--- src/rtl/clkss_pkg.sv ---
// constants shared by the clock source select and start-up timer
// assumes one system clock; oscillator edges arrive as one-cycle ticks
package clkss_pkg;
  // watchdog oscillator rate and the two real-time reset delays
  localparam int unsigned WDT_OSC_HZ    = 128_000;
  localparam int unsigned RST_SHORT_US  = 4_000;
  localparam int unsigned RST_LONG_US   = 64_000;
  localparam int unsigned WDT_SHORT_CYC = RST_SHORT_US * (WDT_OSC_HZ / 1000) / 1000;
  localparam int unsigned WDT_LONG_CYC  = RST_LONG_US * (WDT_OSC_HZ / 1000) / 1000;

  // source-cycle start-up counts
  localparam int unsigned CNT_W         = 15;
  localparam int unsigned XTAL_SHORT    = 258;
  localparam int unsigned XTAL_MID      = 1024;
  localparam int unsigned XTAL_LONG     = 16384;
  localparam int unsigned GEN_START     = 6;
  localparam int unsigned RST_EXTRA     = 14;
  typedef logic [CNT_W-1:0] clkss_cnt_t;

  // clock select codes, programmed bits are zero
  localparam logic [3:0] SEL_EXT        = 4'h0;
  localparam logic [3:0] SEL_RC         = 4'h2;
  localparam logic [3:0] SEL_WDT        = 4'h4;
  localparam logic [3:0] SEL_LF         = 4'h6;
  localparam int unsigned SEL_XTAL_BIT  = 3;

  // fuse register fields and shipped image
  localparam int unsigned FUSE_W        = 7;
  localparam int unsigned SEL_LSB       = 0;
  localparam int unsigned STARTUP_LSB   = 4;
  localparam int unsigned DIV8_BIT      = 6;
  localparam logic [FUSE_W-1:0] FUSE_RST = 7'h22;

  // sleep modes as written to the power control register
  typedef enum logic [1:0] {SLP_IDLE, SLP_ADC_NR, SLP_PWR_DOWN, SLP_PWR_SAVE} clkss_sleep_e;

  // register map
  localparam int unsigned ADDR_W        = 12;
  localparam logic [11:0] REG_FUSE      = 12'h000;
  localparam logic [11:0] REG_PWR       = 12'h004;
  localparam logic [11:0] REG_STAT      = 12'h008;
  localparam int unsigned PWR_MODE_LSB  = 0;
  localparam int unsigned PWR_ENTER_BIT = 2;
  localparam int unsigned STAT_ACT_LSB  = 0;
  localparam int unsigned STAT_ST_LSB   = 8;
  localparam int unsigned STAT_RUN_BIT  = 12;
  localparam logic [1:0] RESP_OKAY      = 2'h0;
  localparam logic [1:0] RESP_SLVERR    = 2'h2;
  localparam int unsigned DIV_W         = 3;
endpackage

--- src/rtl/clkss_startup_if.sv ---
// signals between the start-up sequencer and its cycle counter
// assumes both ends sit on clk_sys_i
`timescale 1ns/10ps
interface clkss_startup_if;
  logic                 start;
  clkss_pkg::clkss_cnt_t src_cycles;
  clkss_pkg::clkss_cnt_t wdt_cycles;
  logic                 src_tick;
  logic                 wdt_tick;
  logic                 done;
  modport ctrl (output start, output src_cycles, output wdt_cycles, output src_tick, output wdt_tick,
                input done);
  modport cnt  (input start, input src_cycles, input wdt_cycles, input src_tick, input wdt_tick,
                output done);
endinterface

--- src/rtl/clkss_startup_cnt.sv ---
// start-up cycle counter: source cycles and watchdog cycles in parallel
// assumes ticks are one-cycle pulses synchronous to clk_sys_i
`timescale 1ns/10ps
module clkss_startup_cnt (
  input wire logic       clk_sys_i,
  input wire logic       resetn_i,
  clkss_startup_if.cnt   st
);
  clkss_pkg::clkss_cnt_t src_q;
  clkss_pkg::clkss_cnt_t wdt_q;
  logic                  done_q;
  wire logic             src_zero = (src_q == '0);
  wire logic             wdt_zero = (wdt_q == '0);

  assign st.done = done_q;

  // both counts load on start; done only once both have drained
  always_ff @(posedge clk_sys_i or negedge resetn_i) begin
    if (!resetn_i) begin
      src_q  <= '0;
      wdt_q  <= '0;
      done_q <= 1'b0;
    end else if (st.start) begin
      src_q  <= st.src_cycles;
      wdt_q  <= st.wdt_cycles;
      done_q <= 1'b0;
    end else begin
      if (st.src_tick && !src_zero) src_q <= src_q - 1'b1;
      if (st.wdt_tick && !wdt_zero) wdt_q <= wdt_q - 1'b1;
      done_q <= src_zero && wdt_zero;
    end
  end

  property p_src_step;
    @(posedge clk_sys_i) disable iff (!resetn_i)
    (!st.start && st.src_tick && !src_zero) |=> (src_q == $past(src_q) - 1'b1);
  endproperty
  a_src_step: assert property (p_src_step) else $error("source count did not step");

  property p_done_drained;
    @(posedge clk_sys_i) disable iff (!resetn_i)
    done_q |-> (src_zero && wdt_zero);
  endproperty
  a_done_drained: assert property (p_done_drained) else $error("done with counts left");
endmodule

--- src/rtl/clkss_top.sv ---
// clock source select, start-up timing and domain gating, AXI4-Lite registers
// assumes oscillator edges arrive as one-cycle ticks on clk_sys_i (200 MHz)
`timescale 1ns/10ps
module clkss_top #(
  parameter int unsigned XTAL_LONG_CYC = clkss_pkg::XTAL_LONG,
  parameter int unsigned WDT_LONG_CYC  = clkss_pkg::WDT_LONG_CYC
) (
  input  wire logic        clk_sys_i,
  input  wire logic        resetn_i,
  input  wire logic        ext_clk_tick_i,
  input  wire logic        rc_osc_tick_i,
  input  wire logic        wdt_osc_tick_i,
  input  wire logic        lf_xtal_tick_i,
  input  wire logic        xtal_tick_i,
  input  wire logic        wake_i,
  input  wire logic [11:0] s_axi_awaddr,
  input  wire logic        s_axi_awvalid,
  output logic             s_axi_awready,
  input  wire logic [31:0] s_axi_wdata,
  input  wire logic [3:0]  s_axi_wstrb,
  input  wire logic        s_axi_wvalid,
  output logic             s_axi_wready,
  output logic [1:0]       s_axi_bresp,
  output logic             s_axi_bvalid,
  input  wire logic        s_axi_bready,
  input  wire logic [11:0] s_axi_araddr,
  input  wire logic        s_axi_arvalid,
  output logic             s_axi_arready,
  output logic [31:0]      s_axi_rdata,
  output logic [1:0]       s_axi_rresp,
  output logic             s_axi_rvalid,
  input  wire logic        s_axi_rready,
  output logic             core_clk_en_o,
  output logic             periph_clk_en_o,
  output logic             flash_clk_en_o,
  output logic             adc_clk_en_o,
  output logic             exec_run_o,
  output logic [2:0]       xtal_range_o,
  output logic             xtal_osc_on_o
);
  typedef enum logic [1:0] {ST_COUNT, ST_RUN, ST_SLEEP} clkss_state_e;

  clkss_state_e                        state_q;
  logic [clkss_pkg::FUSE_W-1:0]        fuse_q;
  logic [clkss_pkg::FUSE_W-1:0]        fuse_act_q;
  logic [1:0]                          pwr_mode_q;
  logic [1:0]                          slp_mode_q;
  logic                                start_q;
  logic                                from_reset_q;
  logic [clkss_pkg::DIV_W-1:0]         div_q;
  logic                                aw_hold_q;
  logic                                w_hold_q;
  logic [11:0]                         awaddr_q;
  logic [31:0]                         wdata_q;
  logic                                wstrb0_q;

  clkss_startup_if st_if ();

  clkss_startup_cnt u_cnt (
    .clk_sys_i (clk_sys_i),
    .resetn_i  (resetn_i),
    .st        (st_if)
  );

  // fuse decode on the copy caught at the last start
  wire logic [3:0] src_fuses = fuse_act_q[clkss_pkg::SEL_LSB +: 4];
  wire logic [1:0] su_fuses  = fuse_act_q[clkss_pkg::STARTUP_LSB +: 2];
  wire logic       div8_off  = fuse_act_q[clkss_pkg::DIV8_BIT];
  wire logic       is_xtal   = src_fuses[clkss_pkg::SEL_XTAL_BIT];
  wire logic       is_ext    = (src_fuses == clkss_pkg::SEL_EXT);
  wire logic       is_wdt    = (src_fuses == clkss_pkg::SEL_WDT);
  wire logic       is_lf     = (src_fuses == clkss_pkg::SEL_LF);
  wire logic       grp       = src_fuses[0];
  wire logic [2:0] xkey      = {grp, su_fuses};

  // selected source; reserved codes fall back to the internal RC so the part still boots
  wire logic src_tick = is_xtal ? xtal_tick_i    :
                        is_ext  ? ext_clk_tick_i :
                        is_wdt  ? wdt_osc_tick_i :
                        is_lf   ? lf_xtal_tick_i : rc_osc_tick_i;

  // crystal start-up counts by group bit and start-up fuses
  wire clkss_pkg::clkss_cnt_t xtal_su =
    (!grp && !su_fuses[1])       ? clkss_pkg::clkss_cnt_t'(clkss_pkg::XTAL_SHORT) :
    (!grp || su_fuses == 2'h0)   ? clkss_pkg::clkss_cnt_t'(clkss_pkg::XTAL_MID)   :
                                   clkss_pkg::clkss_cnt_t'(XTAL_LONG_CYC);
  wire clkss_pkg::clkss_cnt_t su_cyc =
    is_xtal ? xtal_su : clkss_pkg::clkss_cnt_t'(clkss_pkg::GEN_START);

  // reset delay kind: short is 4 ms class, long is 64 ms class
  wire logic dly_short = is_xtal ? (xkey == 3'h0 || xkey == 3'h3 || xkey == 3'h6)
                                 : (su_fuses == 2'h1);
  wire logic dly_long  = is_xtal ? (xkey == 3'h1 || xkey == 3'h4 || xkey == 3'h7)
                                 : su_fuses[1];

  // source count plus fourteen after reset; watchdog time only after reset
  assign st_if.src_cycles = from_reset_q
    ? clkss_pkg::clkss_cnt_t'(su_cyc + clkss_pkg::clkss_cnt_t'(clkss_pkg::RST_EXTRA)) : su_cyc;
  assign st_if.wdt_cycles = !from_reset_q ? '0 :
                            dly_long  ? clkss_pkg::clkss_cnt_t'(WDT_LONG_CYC) :
                            dly_short ? clkss_pkg::clkss_cnt_t'(clkss_pkg::WDT_SHORT_CYC) : '0;
  assign st_if.start    = start_q;
  assign st_if.src_tick = src_tick;
  assign st_if.wdt_tick = wdt_osc_tick_i;

  // clock generator: prescale by eight while that fuse is programmed
  wire logic sys_tick  = src_tick && (div8_off || div_q == '1);
  wire logic run       = (state_q == ST_RUN);
  wire logic asleep    = (state_q == ST_SLEEP);
  wire logic slp_deep  = (slp_mode_q == clkss_pkg::SLP_PWR_DOWN) || (slp_mode_q == clkss_pkg::SLP_PWR_SAVE);
  wire logic slp_idle  = (slp_mode_q == clkss_pkg::SLP_IDLE);
  wire logic slp_adc   = (slp_mode_q == clkss_pkg::SLP_ADC_NR);
  wire logic core_d    = sys_tick && run;
  wire logic periph_d  = sys_tick && (run || (asleep && slp_idle));
  wire logic adc_d     = sys_tick && (run || (asleep && (slp_idle || slp_adc)));
  wire logic osc_on_d  = is_xtal && !(asleep && slp_deep);

  // register bus decode
  wire logic [11:0] waddr_w  = {awaddr_q[11:2], 2'h0};
  wire logic [11:0] raddr_w  = {s_axi_araddr[11:2], 2'h0};
  wire logic        wr_fire  = aw_hold_q && w_hold_q && !s_axi_bvalid;
  wire logic        wsel_fu  = (waddr_w == clkss_pkg::REG_FUSE);
  wire logic        wsel_pw  = (waddr_w == clkss_pkg::REG_PWR);
  wire logic        wsel_ok  = wsel_fu || wsel_pw || (waddr_w == clkss_pkg::REG_STAT);
  wire logic        enter_w  = wr_fire && wsel_pw && wstrb0_q && wdata_q[clkss_pkg::PWR_ENTER_BIT];
  wire logic        rd_fire  = s_axi_arvalid && s_axi_arready;
  wire logic        rsel_ok  = (raddr_w == clkss_pkg::REG_FUSE) || (raddr_w == clkss_pkg::REG_PWR) ||
                               (raddr_w == clkss_pkg::REG_STAT);
  wire logic [31:0] stat_w   = (32'(fuse_act_q) << clkss_pkg::STAT_ACT_LSB) |
                               (32'(state_q) << clkss_pkg::STAT_ST_LSB) |
                               (32'(run) << clkss_pkg::STAT_RUN_BIT);
  wire logic [31:0] rdata_w  = (raddr_w == clkss_pkg::REG_FUSE) ? 32'(fuse_q) :
                               (raddr_w == clkss_pkg::REG_PWR)  ? 32'(pwr_mode_q) :
                               (raddr_w == clkss_pkg::REG_STAT) ? stat_w : 32'h0000_0000;

  // start-up sequencer; the wake pin needs no running clock to be seen
  always_ff @(posedge clk_sys_i or negedge resetn_i) begin
    if (!resetn_i) begin
      state_q      <= ST_COUNT;
      start_q      <= 1'b1;
      from_reset_q <= 1'b1;
      fuse_act_q   <= clkss_pkg::FUSE_RST;
      slp_mode_q   <= clkss_pkg::SLP_IDLE;
    end else begin
      start_q <= 1'b0;
      unique case (state_q)
        ST_COUNT: begin
          if (!start_q && st_if.done) state_q <= ST_RUN;
        end
        ST_RUN: begin
          if (enter_w) begin
            state_q    <= ST_SLEEP;
            slp_mode_q <= wdata_q[clkss_pkg::PWR_MODE_LSB +: 2];
          end
        end
        ST_SLEEP: begin
          if (wake_i && slp_deep) begin
            state_q      <= ST_COUNT;
            start_q      <= 1'b1;
            from_reset_q <= 1'b0;
            fuse_act_q   <= fuse_q;
          end else if (wake_i) begin
            state_q <= ST_RUN;
          end
        end
      endcase
    end
  end

  // prescaler counts every source edge, gated or not
  always_ff @(posedge clk_sys_i or negedge resetn_i) begin
    if (!resetn_i) div_q <= '0;
    else if (src_tick) div_q <= div_q + 1'b1;
  end

  // registered domain enables and oscillator controls
  always_ff @(posedge clk_sys_i or negedge resetn_i) begin
    if (!resetn_i) begin
      core_clk_en_o   <= 1'b0;
      periph_clk_en_o <= 1'b0;
      flash_clk_en_o  <= 1'b0;
      adc_clk_en_o    <= 1'b0;
      exec_run_o      <= 1'b0;
      xtal_range_o    <= 3'h0;
      xtal_osc_on_o   <= 1'b0;
    end else begin
      core_clk_en_o   <= core_d;
      flash_clk_en_o  <= core_d;
      periph_clk_en_o <= periph_d;
      adc_clk_en_o    <= adc_d;
      exec_run_o      <= run;
      xtal_range_o    <= is_xtal ? src_fuses[3:1] : 3'h0;
      xtal_osc_on_o   <= osc_on_d;
    end
  end

  // write side: address and data taken in either order, one write in flight
  always_ff @(posedge clk_sys_i or negedge resetn_i) begin
    if (!resetn_i) begin
      aw_hold_q     <= 1'b0;
      w_hold_q      <= 1'b0;
      awaddr_q      <= 12'h000;
      wdata_q       <= 32'h0000_0000;
      wstrb0_q      <= 1'b0;
      s_axi_awready <= 1'b1;
      s_axi_wready  <= 1'b1;
      s_axi_bvalid  <= 1'b0;
      s_axi_bresp   <= clkss_pkg::RESP_OKAY;
    end else begin
      if (s_axi_awvalid && s_axi_awready) begin
        aw_hold_q     <= 1'b1;
        awaddr_q      <= s_axi_awaddr;
        s_axi_awready <= 1'b0;
      end
      if (s_axi_wvalid && s_axi_wready) begin
        w_hold_q     <= 1'b1;
        wdata_q      <= s_axi_wdata;
        wstrb0_q     <= s_axi_wstrb[0];
        s_axi_wready <= 1'b0;
      end
      if (wr_fire) begin
        aw_hold_q    <= 1'b0;
        w_hold_q     <= 1'b0;
        s_axi_bvalid <= 1'b1;
        s_axi_bresp  <= wsel_ok ? clkss_pkg::RESP_OKAY : clkss_pkg::RESP_SLVERR;
      end
      if (s_axi_bvalid && s_axi_bready) begin
        s_axi_bvalid  <= 1'b0;
        s_axi_awready <= 1'b1;
        s_axi_wready  <= 1'b1;
      end
    end
  end

  // software fuse image and sleep mode; fuses act only at the next wake from power-down or power-save
  always_ff @(posedge clk_sys_i or negedge resetn_i) begin
    if (!resetn_i) begin
      fuse_q     <= clkss_pkg::FUSE_RST;
      pwr_mode_q <= clkss_pkg::SLP_IDLE;
    end else if (wr_fire && wstrb0_q) begin
      if (wsel_fu) fuse_q <= wdata_q[clkss_pkg::FUSE_W-1:0];
      if (wsel_pw) pwr_mode_q <= wdata_q[clkss_pkg::PWR_MODE_LSB +: 2];
    end
  end

  // read side: answer one cycle after the address is taken
  always_ff @(posedge clk_sys_i or negedge resetn_i) begin
    if (!resetn_i) begin
      s_axi_arready <= 1'b1;
      s_axi_rvalid  <= 1'b0;
      s_axi_rdata   <= 32'h0000_0000;
      s_axi_rresp   <= clkss_pkg::RESP_OKAY;
    end else if (rd_fire) begin
      s_axi_arready <= 1'b0;
      s_axi_rvalid  <= 1'b1;
      s_axi_rdata   <= rdata_w;
      s_axi_rresp   <= rsel_ok ? clkss_pkg::RESP_OKAY : clkss_pkg::RESP_SLVERR;
    end else if (s_axi_rvalid && s_axi_rready) begin
      s_axi_rvalid  <= 1'b0;
      s_axi_arready <= 1'b1;
    end
  end

  property p_core_needs_run;
    @(posedge clk_sys_i) disable iff (!resetn_i)
    core_clk_en_o |-> $past(state_q) == ST_RUN;
  endproperty
  a_core_needs_run: assert property (p_core_needs_run) else $error("core clock while not running");

  property p_flash_with_core;
    @(posedge clk_sys_i) disable iff (!resetn_i)
    flash_clk_en_o == core_clk_en_o;
  endproperty
  a_flash_with_core: assert property (p_flash_with_core) else $error("flash clock split from core");

  property p_adc_quiet_sleep;
    @(posedge clk_sys_i) disable iff (!resetn_i)
    (asleep && slp_adc && sys_tick) |=> (adc_clk_en_o && !periph_clk_en_o && !core_clk_en_o);
  endproperty
  a_adc_quiet_sleep: assert property (p_adc_quiet_sleep) else $error("converter sleep gating wrong");

  property p_deep_all_off;
    @(posedge clk_sys_i) disable iff (!resetn_i)
    (asleep && slp_deep) |=> !(periph_clk_en_o || adc_clk_en_o || flash_clk_en_o);
  endproperty
  a_deep_all_off: assert property (p_deep_all_off) else $error("clock ran in deep sleep");

  property p_release_after_done;
    @(posedge clk_sys_i) disable iff (!resetn_i)
    $rose(exec_run_o) |-> ($past(st_if.done, 2) && $past(state_q, 2) == ST_COUNT) ||
                          ($past(state_q, 2) == ST_SLEEP && !$past(slp_deep, 2));
  endproperty
  a_release_after_done: assert property (p_release_after_done) else $error("execution released early");

  property p_deep_wake_counts;
    @(posedge clk_sys_i) disable iff (!resetn_i)
    (asleep && slp_deep && wake_i) |=> (start_q && !from_reset_q && state_q == ST_COUNT) ##1 !run [*2];
  endproperty
  a_deep_wake_counts: assert property (p_deep_wake_counts) else $error("wake skipped start-up count");

  property p_reset_wdt_short;
    @(posedge clk_sys_i) disable iff (!resetn_i)
    (start_q && from_reset_q && dly_short && !dly_long) |-> st_if.wdt_cycles == 15'd512;
  endproperty
  a_reset_wdt_short: assert property (p_reset_wdt_short) else $error("short reset delay count wrong");

  // the shipped image always takes the long path, so this one is reached from every reset
  property p_reset_wdt_long;
    @(posedge clk_sys_i) disable iff (!resetn_i)
    (start_q && from_reset_q && dly_long) |-> st_if.wdt_cycles == clkss_pkg::clkss_cnt_t'(WDT_LONG_CYC);
  endproperty
  a_reset_wdt_long: assert property (p_reset_wdt_long) else $error("long reset delay count wrong");

  property p_xtal_258;
    @(posedge clk_sys_i) disable iff (!resetn_i)
    (start_q && is_xtal && !grp && !su_fuses[1]) |-> st_if.src_cycles == (from_reset_q ? 15'd272 : 15'd258);
  endproperty
  a_xtal_258: assert property (p_xtal_258) else $error("short crystal start-up count wrong");

  property p_xtal_range;
    @(posedge clk_sys_i) disable iff (!resetn_i)
    is_xtal |=> xtal_range_o == $past(src_fuses[3:1]);
  endproperty
  a_xtal_range: assert property (p_xtal_range) else $error("crystal range not from select bits");
endmodule

--- config.mk ---
export PLATFORM = sky130hd
export DESIGN_NAME = clkss_top
export DESIGN_NICKNAME = d
export VERILOG_FILES = /design/src/rtl/clkss_pkg.sv /design/src/rtl/clkss_startup_if.sv /design/src/rtl/clkss_startup_cnt.sv /design/src/rtl/clkss_top.sv
export SDC_FILE = /design/constraint.sdc
export NUM_CORES = 1
export LEC_CHECK = 0
export BUFFER_PORTS_ARGS = -buffer_cell sky130_fd_sc_hd__buf_2
export CORE_ASPECT_RATIO = 0.6
export CORE_MARGIN = 2
export CORE_UTILIZATION = 35
export DETAILED_ROUTE_END_ITERATION = 8
export SLEW_MARGIN = 0
export SYNTH_ARGS = -nofsm -noshare
export SYNTH_HDL_FRONTEND = slang
export SYNTH_HIERARCHICAL = 1
export SYNTH_SLANG_ARGS = --single-unit
--- constraint.sdc ---
create_clock -name clk_sys_i -period 3.4 [get_ports clk_sys_i]
set_clock_uncertainty 0.05 [all_clocks]
set_input_delay 0.85 -clock clk_sys_i [delete_from_list [all_inputs] [get_ports clk_sys_i]]
set_output_delay 0.85 -clock clk_sys_i [all_outputs]
set_load 0.03 [all_outputs]
==> results.cfg, run 1 <==
[synth]
synth_ff_type = dfrtp_1
synth_edf_count = 0
syn_inst = 495
synth_area_mm2 = 0.005129
yosysWarnings = 6
post_synth.cell_area_avg_um2 = 10.36
ys_types = 62
ys_ff_latch = 101
async_flop_share_pct = 100.0
yosysSeqAreaShare_pct = 49.50

[place]
hpwl_mm = 8.483
place_congestion = 0.7847
pre_cts_ws_ns = 0.3731
numPortBuffers = 66

[critical_path]
cp_top_family = simple AND/OR/NAND/NOR gates
cp_slowest_cell = dfstp_2
cp-end-kind = flop
critPathKind = reg -> reg
slowest_delay_ns = 0.62
path_common_cell = mux2i_1
cp.required_ns = 3.57
cp.arrival_ns = 2.96
critPathLaunchType = flop
path_cells = mux2i_1 > or3_1 > a32oi_2 > or4b_1 > nor4_1 > mux2i_1 > o21ai_0
crit_buf_inv = 0
crit_path_max_fanout = 6

[timing]
timing.hold.ws_ns = 0.4281
fin_setup_tns_ns = 0
worstMarginPinSlew_ns = 0.7845
period_minus_slack_ns = 2.796
final_hold_viol_count = 0
setup_viol = 0
max_freq_ghz = 0.3577
max_slew_margin_pct = 47.21
rsz0062_at_grt = false
post-route-period-util_pct = 82.23
slew_violations = 0
setup_ws_ns = 0.6043

[clock_tree]
cts_hold_buf = 0
root_buffer = clkbuf_16
clock_sinks = 101
cts_max_level = 3
post-cts-setup-buffer-count = 0
cts_tree = yes
insertion_delay_ns = 0.35
numCtsBuffers = 9
cts-resized-gates = 0
clk_pin_slew_ns = 0.07
clock_path_buffers = 2

[die]
boundaryPins = 123
num_rows = 34
die_h_um = 97.77
placeableCoreArea_mm2 = 0.01442
die-width_um = 160.3
die-area_mm2 = 0.01567
initial_utilization_pct = 35.56

[status]
outcome = finished clean

[final_layout]
fillers = 1367
multi_input_area_mm2 = 0.002429
register_area_mm2 = 0.002539
syn_to_final_growth_pct = 16.83
final_nets = 661
layout_common_cells = dfrtp_1, buf_2, nand2_1
drive_above_1_share_pct = 25.04
final_common_cell = dfrtp_1
post-route-util_pct = 41.55

[grt]
gr-total-overflow = 0
track_usage_pct = 15.66
grt_max_degree = 57
antenna_found_initial = 4
grt_pass1_wl_mm = 19.64
first_global_vias = 3830

[route]
drt_iter0_drc = 224
route.met3.wl_um = 641
drtPass1Iterations = 5
wl_met1_mm = 5.893
top_layer = met5
vias = 3920
drc_errors = 0
via_per_inst = 4.975
drtAntennaViolNets = 0
met2_length_mm = 4.929
wl_per_cell_um = 14.85
drt_wl_total_mm = 11.70

[run]
drv_cap = 0

[pwr]
cellPowerDensity_mw_per_mm2 = 620.5
power_leakage_nw = 2.714
vdd_ir_drop_max_v = 0.0002300

[worst_hold_path]
hold_class = reg -> reg
==> per-stage QoR <==
stage / area (um^2) / cells / power [mW]
floorplan: 5294 / 539 / 2.440
global placement: 5688 / 769 / 2.638
detailed placement: 5688 / 769 / 2.700
CTS: 5984 / 785 / 3.762
global route: 5987 / 786 / 3.969
finish: 5992 / 788 / 3.718
==> Yosys cell counts (all sizes together), types with 9 or more instances <==
cell type   n  area share (%)
dfrtp      92              45
nand3      10            0.98
nor2       33             2.6
or4        11             1.8
dfstp       9             4.6
nor3       10            0.98
mux2       38             8.3
o211ai      9             1.3
inv        17             1.2
a31oi      11             1.3
or3        14             1.8
o21ai      24             2.3
a21oi      15             1.5
clkbuf     16             1.2
buf        26             3.9
nand2      56             4.1
==> layer usage <==
metal | vias up | global-route usage [%]
met5 | - | 0
met4 | 2 | 5.544
met3 | 17 | 4.333
met2 | 111 | 22.91
met1 | 1884 | 22.34
li1 | 1906 | -
==> logic make-up (layout without fill, tap and decap cells) <==
group / Yosys count / count (layout) / synth area share (%)
AO/OA/AOI/OAI: 93 / 93 / 12.22
XOR/XNOR: 3 / 3 / 0.5124
adder cells (fa/ha/maj): 6 / 6 / 1.464
buffers and inverters: 60 / 108 / 6.367
flip-flops: 101 / 101 / 49.50
multiplexers: 46 / 46 / 9.905
other: 1 / 48 / 0.07312
AND/OR/NAND/NOR: 185 / 185 / 19.96
==> state kept, by name (all words and copies together), names as in the netlist, 2 cells and up <==
name          count
awaddr_q         10
div_q             3
fuse_act_q        7
fuse_q            7
pwr_mode_q        2
s_axi_rdata      10
slp_mode_q        2
state_q           2
u_cnt/src_q      15
u_cnt/wdt_q      15
wdata_q           7
xtal_range_o      3
==> where the power goes <==
part	internal [mW]	leakage, nW	switching [mW]
Clock	0.575	0.150	0.465
Combinational	0.398	1.31	0.479
Sequential	1.52	1.25	0.281
Total	2.49	2.71	1.23
==> worst register-to-register path, cell delays in order, from the launching register on <==
cell and delay, ns:
dfstp_2 0.62, mux2i_1 0.09, or3_1 0.32, a32oi_2 0.27
or4b_1 0.53, nor4_1 0.40, mux2i_1 0.28, o21ai_0 0.09
==> worst paths after layout <==
kind,start,slack [ns],endpoint,cells past startpoint
max in group asynchronous,resetn_i,2.05,st_if.start,2
worst min register to register,div_q[0],0.43,div_q[0],1
worst max-delay path,fuse_act_q[1],0.60,u_cnt/src_q[10],7
worst min-delay path,div_q[0],0.43,div_q[0],1
min in group asynchronous,resetn_i,0.47,u_cnt/src_q[7],1
worst max register to register,fuse_act_q[1],0.60,u_cnt/src_q[10],7
==> layout make-up <==
type / count / area share, %
Sequential cell: 101 / 42.37
Tap cell: 198 / 4.134
Multi-Input combinational cell: 378 / 40.53
Clock inverter: 7 / 1.190
Timing Repair Buffer: 74 / 6.766
Antenna cell: 3 / 0.1253
Clock buffer: 9 / 3.759
Inverter: 18 / 1.128
No activity file was read; power rests on OpenSTA's default activity.
==> inputs of run 2 (changes only) <==
- ABC_AREA: unset -> 1
- clock period: 3.4 -> 2.3 ns (I/O delays scaled with it)
==> run 2 against run 1 <==
Net effect:
- combinational power increased to 2.7 times the previous value
- global-route usage hardly changed
- non-clock buffer count down 2
- sequential share of layout area decreased by 3.2 points
- die area increased by 9.8%
- first-iteration DRC count rose by 38%
- critical endpoint is now u_cnt/src_q[13]
==> results.cfg, run 2 <==
[synth]
synth_area_mm2 = 0.005647
synth_edf_count = 0
synthTopCellsByCount = nand2_1, dfrtp_1, inv_1
syn_inst = 712
synth_ff_type = dfrtp_1
synth_top_cell_area_share_pct = 40.77
async_flop_share_pct = 100.0
yosysWarnings = 6
yosysMostFrequentCell = nand2_1
synth_area_leaders = dfrtp_1, nand2_1, dfstp_2, inv_1, nand3_1
ys_types = 40
synth_top_cell_by_area = dfrtp_1
yosysSeqAreaShare_pct = 44.96
post_synth.cell_area_avg_um2 = 7.931
ys_ff_latch = 101

[route]
drt_wl_total_mm = 12.55
via_per_inst = 4.449
drt_iter0_drc = 309
drtPass1Iterations = 4
wl_per_cell_um = 12.45
vias = 4485
drtAntennaViolNets = 0
drc_errors = 0

[die]
num_rows = 35
boundaryPins = 123
placeableCoreArea_mm2 = 0.01555
initial_utilization_pct = 36.32
die-width_um = 168.0
die-area_mm2 = 0.01720
die_h_um = 102.4

[timing]
max_freq_ghz = 0.5673
setup_viol = 0
rsz0062_at_grt = false
period_minus_slack_ns = 1.763
post-route-period-util_pct = 76.64
fin_setup_tns_ns = 0
slew_violations = 0
final_hold_viol_count = 0

[pwr]
vdd_ir_drop_max_v = 0.0005849
power_leakage_nw = 3.363
cellPowerDensity_mw_per_mm2 = 1033

[critical_path]
r2r-end = u_cnt/src_q[13]
cp_top_family = simple AND/OR/NAND/NOR gates
path_common_cell = nand2_1
critPathLaunchType = flop
critPathKind = reg -> reg
path_cells = inv_1 > nand2_1 > nand3_1 > nand2_1 > nand2_1 > nand2_2 > nand2_4 > a21oi_4 > nand2_1 > nand2_1
crit_buf_inv = 1
cp_slowest_cell = dfstp_2
r2r_start = fuse_act_q[1]
r2r_cells = 10
cp.required_ns = 2.54
r2r_slack_ns = 0.54
slowest_delay_ns = 0.59
crit_path_max_fanout = 8
cp-end-kind = flop
cp.arrival_ns = 2.00

[final_layout]
final_common_cell = nand2_1
layout_common_cells = nand2_1, dfrtp_1, buf_2
biggestRegsByFlops = u_cnt/src_q (15), u_cnt/wdt_q (15)
final_nets = 879
final_area_mm2 = 0.006481
register_area_mm2 = 0.002539
drive_above_1_share_pct = 22.48
diodes = 0
syn_to_final_growth_pct = 14.78
fillers = 1577
multi_input_area_mm2 = 0.002725

[clock_tree]
clock_path_buffers = 2
root_buffer = clkbuf_16
insertion_delay_ns = 0.35
cts_max_level = 3
clk_pin_slew_ns = 0.08
clock_sinks = 101
cts_hold_buf = 0
cts_tree = yes
cts-resized-gates = 0
post-cts-setup-buffer-count = 0
numCtsBuffers = 9

[place]
numPortBuffers = 66
hpwl_mm = 9.470
placed_cell_area_mm2 = 0.006166
place_congestion = 0.8045

[status]
outcome = finished clean

[grt]
grt_max_degree = 37
grt_use_met2_pct = 19.49
first_global_vias = 4127
track_usage_pct = 15.70
grt_pass1_wl_mm = 21.38
top_usage_layer = met1
grt_util_met3_pct = 2.982
grtUsageMet1_pct = 26.81
gr-total-overflow = 0
antenna_found_initial = 0

[run]
drv_cap = 0

[worst_hold_path]
hold_class = in -> async
[run 2: changes by cell type in the layout (fill, tap and decap cells not counted), sizes merged, moves of 14 or more]
cell   delta
nand3    +55
nand2   +203
o21ai    +30
or3      -14
mux2     -38
inv      +52
nor2     +43
[run 2: layout make-up]
| cell class | instances | area share [%] |
|---|---|---|
| well taps | 203 | 3.919 |
| flip-flops and latches | 101 | 39.17 |
| inverters | 68 | 3.977 |
| repair buffers | 72 | 6.023 |
| clock inverters | 7 | 1.390 |
| multi-input cells | 548 | 42.05 |
| clock buffers | 9 | 3.475 |
[run 2: worst reg2reg max path, stage by stage, from the launching register on]
cell and delay, ns:
dfstp_2 0.59, inv_1 0.09, nand2_1 0.07, nand3_1 0.06
nand2_1 0.06, nand2_1 0.06, nand2_2 0.11, nand2_4 0.11
a21oi_4 0.31, nand2_1 0.12, nand2_1 0.08
[run 2: cells by family (layout without fill, tap and decap cells)]
kind of cell | Yosys count | in the layout | share of synthesized area (%)
buffers and inverters | 107 | 156 | 9.706
AND/OR/NAND/NOR | 423 | 423 | 35.63
AO/OA/AOI/OAI | 65 | 65 | 6.914
adder cells (fa/ha/maj) | 6 | 6 | 1.329
other | 1 | 45 | 0.06641
flip-flops | 101 | 101 | 44.96
XOR/XNOR | 9 | 9 | 1.396
[run 2: per-layer routing]
metal	vias up	wire (um)	part of all wire, %
met2	101	4267	34
met5	-	0	0
met3	8	554	4.4
li1	2361	-	-
met1	2015	7634	61
met4	0	96	0.76
[run 2: how the worst max path moves through the flow]
stage                    from               to  slack (ns)  cells past startpoint
2_1_floorplan   fuse_act_q[3]   u_cnt/wdt_q[9]        0.77                     10
3_3_place_gp   wdt_osc_tick_i   u_cnt/src_q[5]        0.50                     11
3_5_place_dp   wdt_osc_tick_i   u_cnt/src_q[5]        0.49                     11
4_1_cts        u_cnt/wdt_q[0]   u_cnt/wdt_q[0]        0.54                      9
5_1_grt         fuse_act_q[1]   u_cnt/src_q[9]        0.35                     11
6_report        fuse_act_q[1]  u_cnt/src_q[13]        0.54                     10
[run 2: stage by stage]
step           std cells  setup WS, ns  hold WS [ns]  util [%]  power, mW
3_3_place_gp         992        0.4986        0.4132     39.66      5.058
2_1_floorplan        756        0.7707        0.2294         -      4.531
6_report            1008        0.5373        0.1242     41.69      6.697
4_1_cts             1008        0.5391        0.1291     41.69      6.727
5_1_grt             1008        0.3521        0.1508     41.69      7.227
3_5_place_dp         992        0.4873        0.4152     39.66      5.085
[run 2: power breakdown]
part	switching, mW	internal (mW)
clock	0.747	0.872
sequential	0.441	2.30
combinational	1.53	0.814
==> inputs of run 3 (changes only) <==
- clock period: 2.3 -> 1.6 ns (I/O delays scaled with it)
==> run 3 against run 2 <==
Net effect:
- the flow now finishes with violations (negative setup slack)
- hold slack improved by 0.034 ns
- sequential power is 43% higher
- register-to-register slack got worse by 0.56 ns
- critical endpoint is now u_cnt/src_q[3]
==> results.cfg, run 3 (synthesized netlist as in run 2, its figures left out) <==
[timing]
fin_setup_tns_ns = -0.1224
rsz0062_at_grt = true
post-route-period-util_pct = 101.5
setup_viol = 9
max_freq_ghz = 0.6157
final_hold_viol_count = 0
setup_ws_ns = -0.02414
slew_violations = 0
period_minus_slack_ns = 1.624

[clock_tree]
insertion_delay_ns = 0.35
cts_tree = yes
cts_max_level = 3
clock_path_buffers = 2
clock_sinks = 101
numCtsBuffers = 9
root_buffer = clkbuf_16
clk_pin_slew_ns = 0.08

[critical_path]
critPathKind = reg -> reg
cp.required_ns = 1.83
crit_start = fuse_act_q[1]
cp_top_family = simple AND/OR/NAND/NOR gates
r2r_cells = 10
crit_buf_inv = 0
r2r_slack_ns = -0.02
crit_path_max_fanout = 7
r2r-end = u_cnt/src_q[3]
crit_cells = 10
cp.arrival_ns = 1.85
r2r_start = fuse_act_q[1]
cp_slowest_cell = dfstp_2
critPathLaunchType = flop
path_common_cell = nand2_2
slowest_delay_ns = 0.59
cp-end-kind = flop
path_cells = nand2_1 > nand3_2 > nand2_2 > nand2_2 > nand2_2 > nand2_4 > nand2_8 > nor2_4 > nand2_1 > nand3_1
cp-endpoint = u_cnt/src_q[3]

[die]
die_h_um = 102.4
boundaryPins = 123
die-width_um = 168.0
num_rows = 35
initial_utilization_pct = 36.32
placeableCoreArea_mm2 = 0.01555
die-area_mm2 = 0.01720

[place]
pre_cts_ws_ns = -0.02062
placed_cell_area_mm2 = 0.006431
numPortBuffers = 66
hpwl_mm = 9.988
place_congestion = 0.8330

[grt]
first_global_vias = 4404
grt_max_degree = 52
grtUsageMet1_pct = 27.59
grt_use_met2_pct = 21.74
top_usage_layer = met1
antenna_found_initial = 0
grt_pass1_wl_mm = 22.49
grt_util_met3_pct = 2.866
track_usage_pct = 16.60
gr-total-overflow = 0

[route]
wl_per_cell_um = 12.75
vias = 4647
drtPass1Iterations = 4
drt_iter0_drc = 331
drt_wl_total_mm = 13.31
drtAntennaViolNets = 0
drc_errors = 0
via_per_inst = 4.451

[status]
outcome = finished with violations
violations = negative setup slack

[final_layout]
biggestRegsByFlops = u_cnt/src_q (15), u_cnt/wdt_q (15)
multi_input_area_mm2 = 0.002799
drive_above_1_share_pct = 27.71
final_nets = 915
final_area_mm2 = 0.006834
diodes = 0
fillers = 1604
layout_common_cells = nand2_1, dfrtp_1, buf_2
syn_to_final_growth_pct = 21.03
post-route-util_pct = 43.96
register_area_mm2 = 0.002539
final_common_cell = nand2_1

[pwr]
vdd_ir_drop_max_v = 0.0006628
power_leakage_nw = 3.539
cellPowerDensity_mw_per_mm2 = 1445

[run]
drv_cap = 0

[worst_hold_path]
hold_class = in -> reg
-- run 3: timing repair --
item / 4_1_cts / 5_1_grt
pin swaps: 2 / 15
setup buffers: 1 / 2
hold buffers: 1 / 0
endpoints found under the setup margin: 10 / 37
gates resized for setup: 4 / 20
hold endpoints to repair: 7 / 0
-- run 3: per-layer routing --
layer  part of all wire [%]  vias up
met5                      0        -
met4                   0.46        0
met3                    6.1        6
met2                     36       97
met1                     57     2122
li1                       -     2422
-- run 3: power breakdown --
part	leakage [nW]	internal (mW)	total (mW)	switching, mW
Clock	0.142	1.10	2.18	1.08
Sequential	1.27	3.30	3.92	0.616
Combinational	2.12	1.42	3.78	2.36
Total	3.54	5.82	9.88	4.06
-- run 3: worst min path at each step --
stage                  start            end  slack, ns  depth (start not counted)
2_1_floorplan       resetn_i   adc_clk_en_o       0.05                          0
3_3_place_gp        resetn_i  slp_mode_q[1]       0.22                          1
3_5_place_dp        resetn_i  slp_mode_q[1]       0.22                          1
4_1_cts        s_axi_awvalid  s_axi_awready       0.15                          2
5_1_grt        s_axi_awvalid  s_axi_awready       0.16                          2
6_report       s_axi_awvalid  s_axi_awready       0.16                          2
-- run 3: area by class of cell --
cell class                 instances  share of cell area (%)
multi-input combinational        548                   40.96
sequential                       101                   37.15
timing repair buffer             108                   10.12
inverter                          68                   3.772
tap                              203                   3.717
clock buffer                       9                   3.295
clock inverter                     7                  0.9886
-- run 3: through the flow --
step / cells / power (mW) / hold slack, ns
6_report: 1044 / 9.875 / 0.1581
2_1_floorplan: 756 / 6.513 / 0.05441
3_5_place_dp: 1024 / 7.590 / 0.2220
3_3_place_gp: 1024 / 7.528 / 0.2214
5_1_grt: 1044 / 10.71 / 0.1571
4_1_cts: 1042 / 9.852 / 0.1496
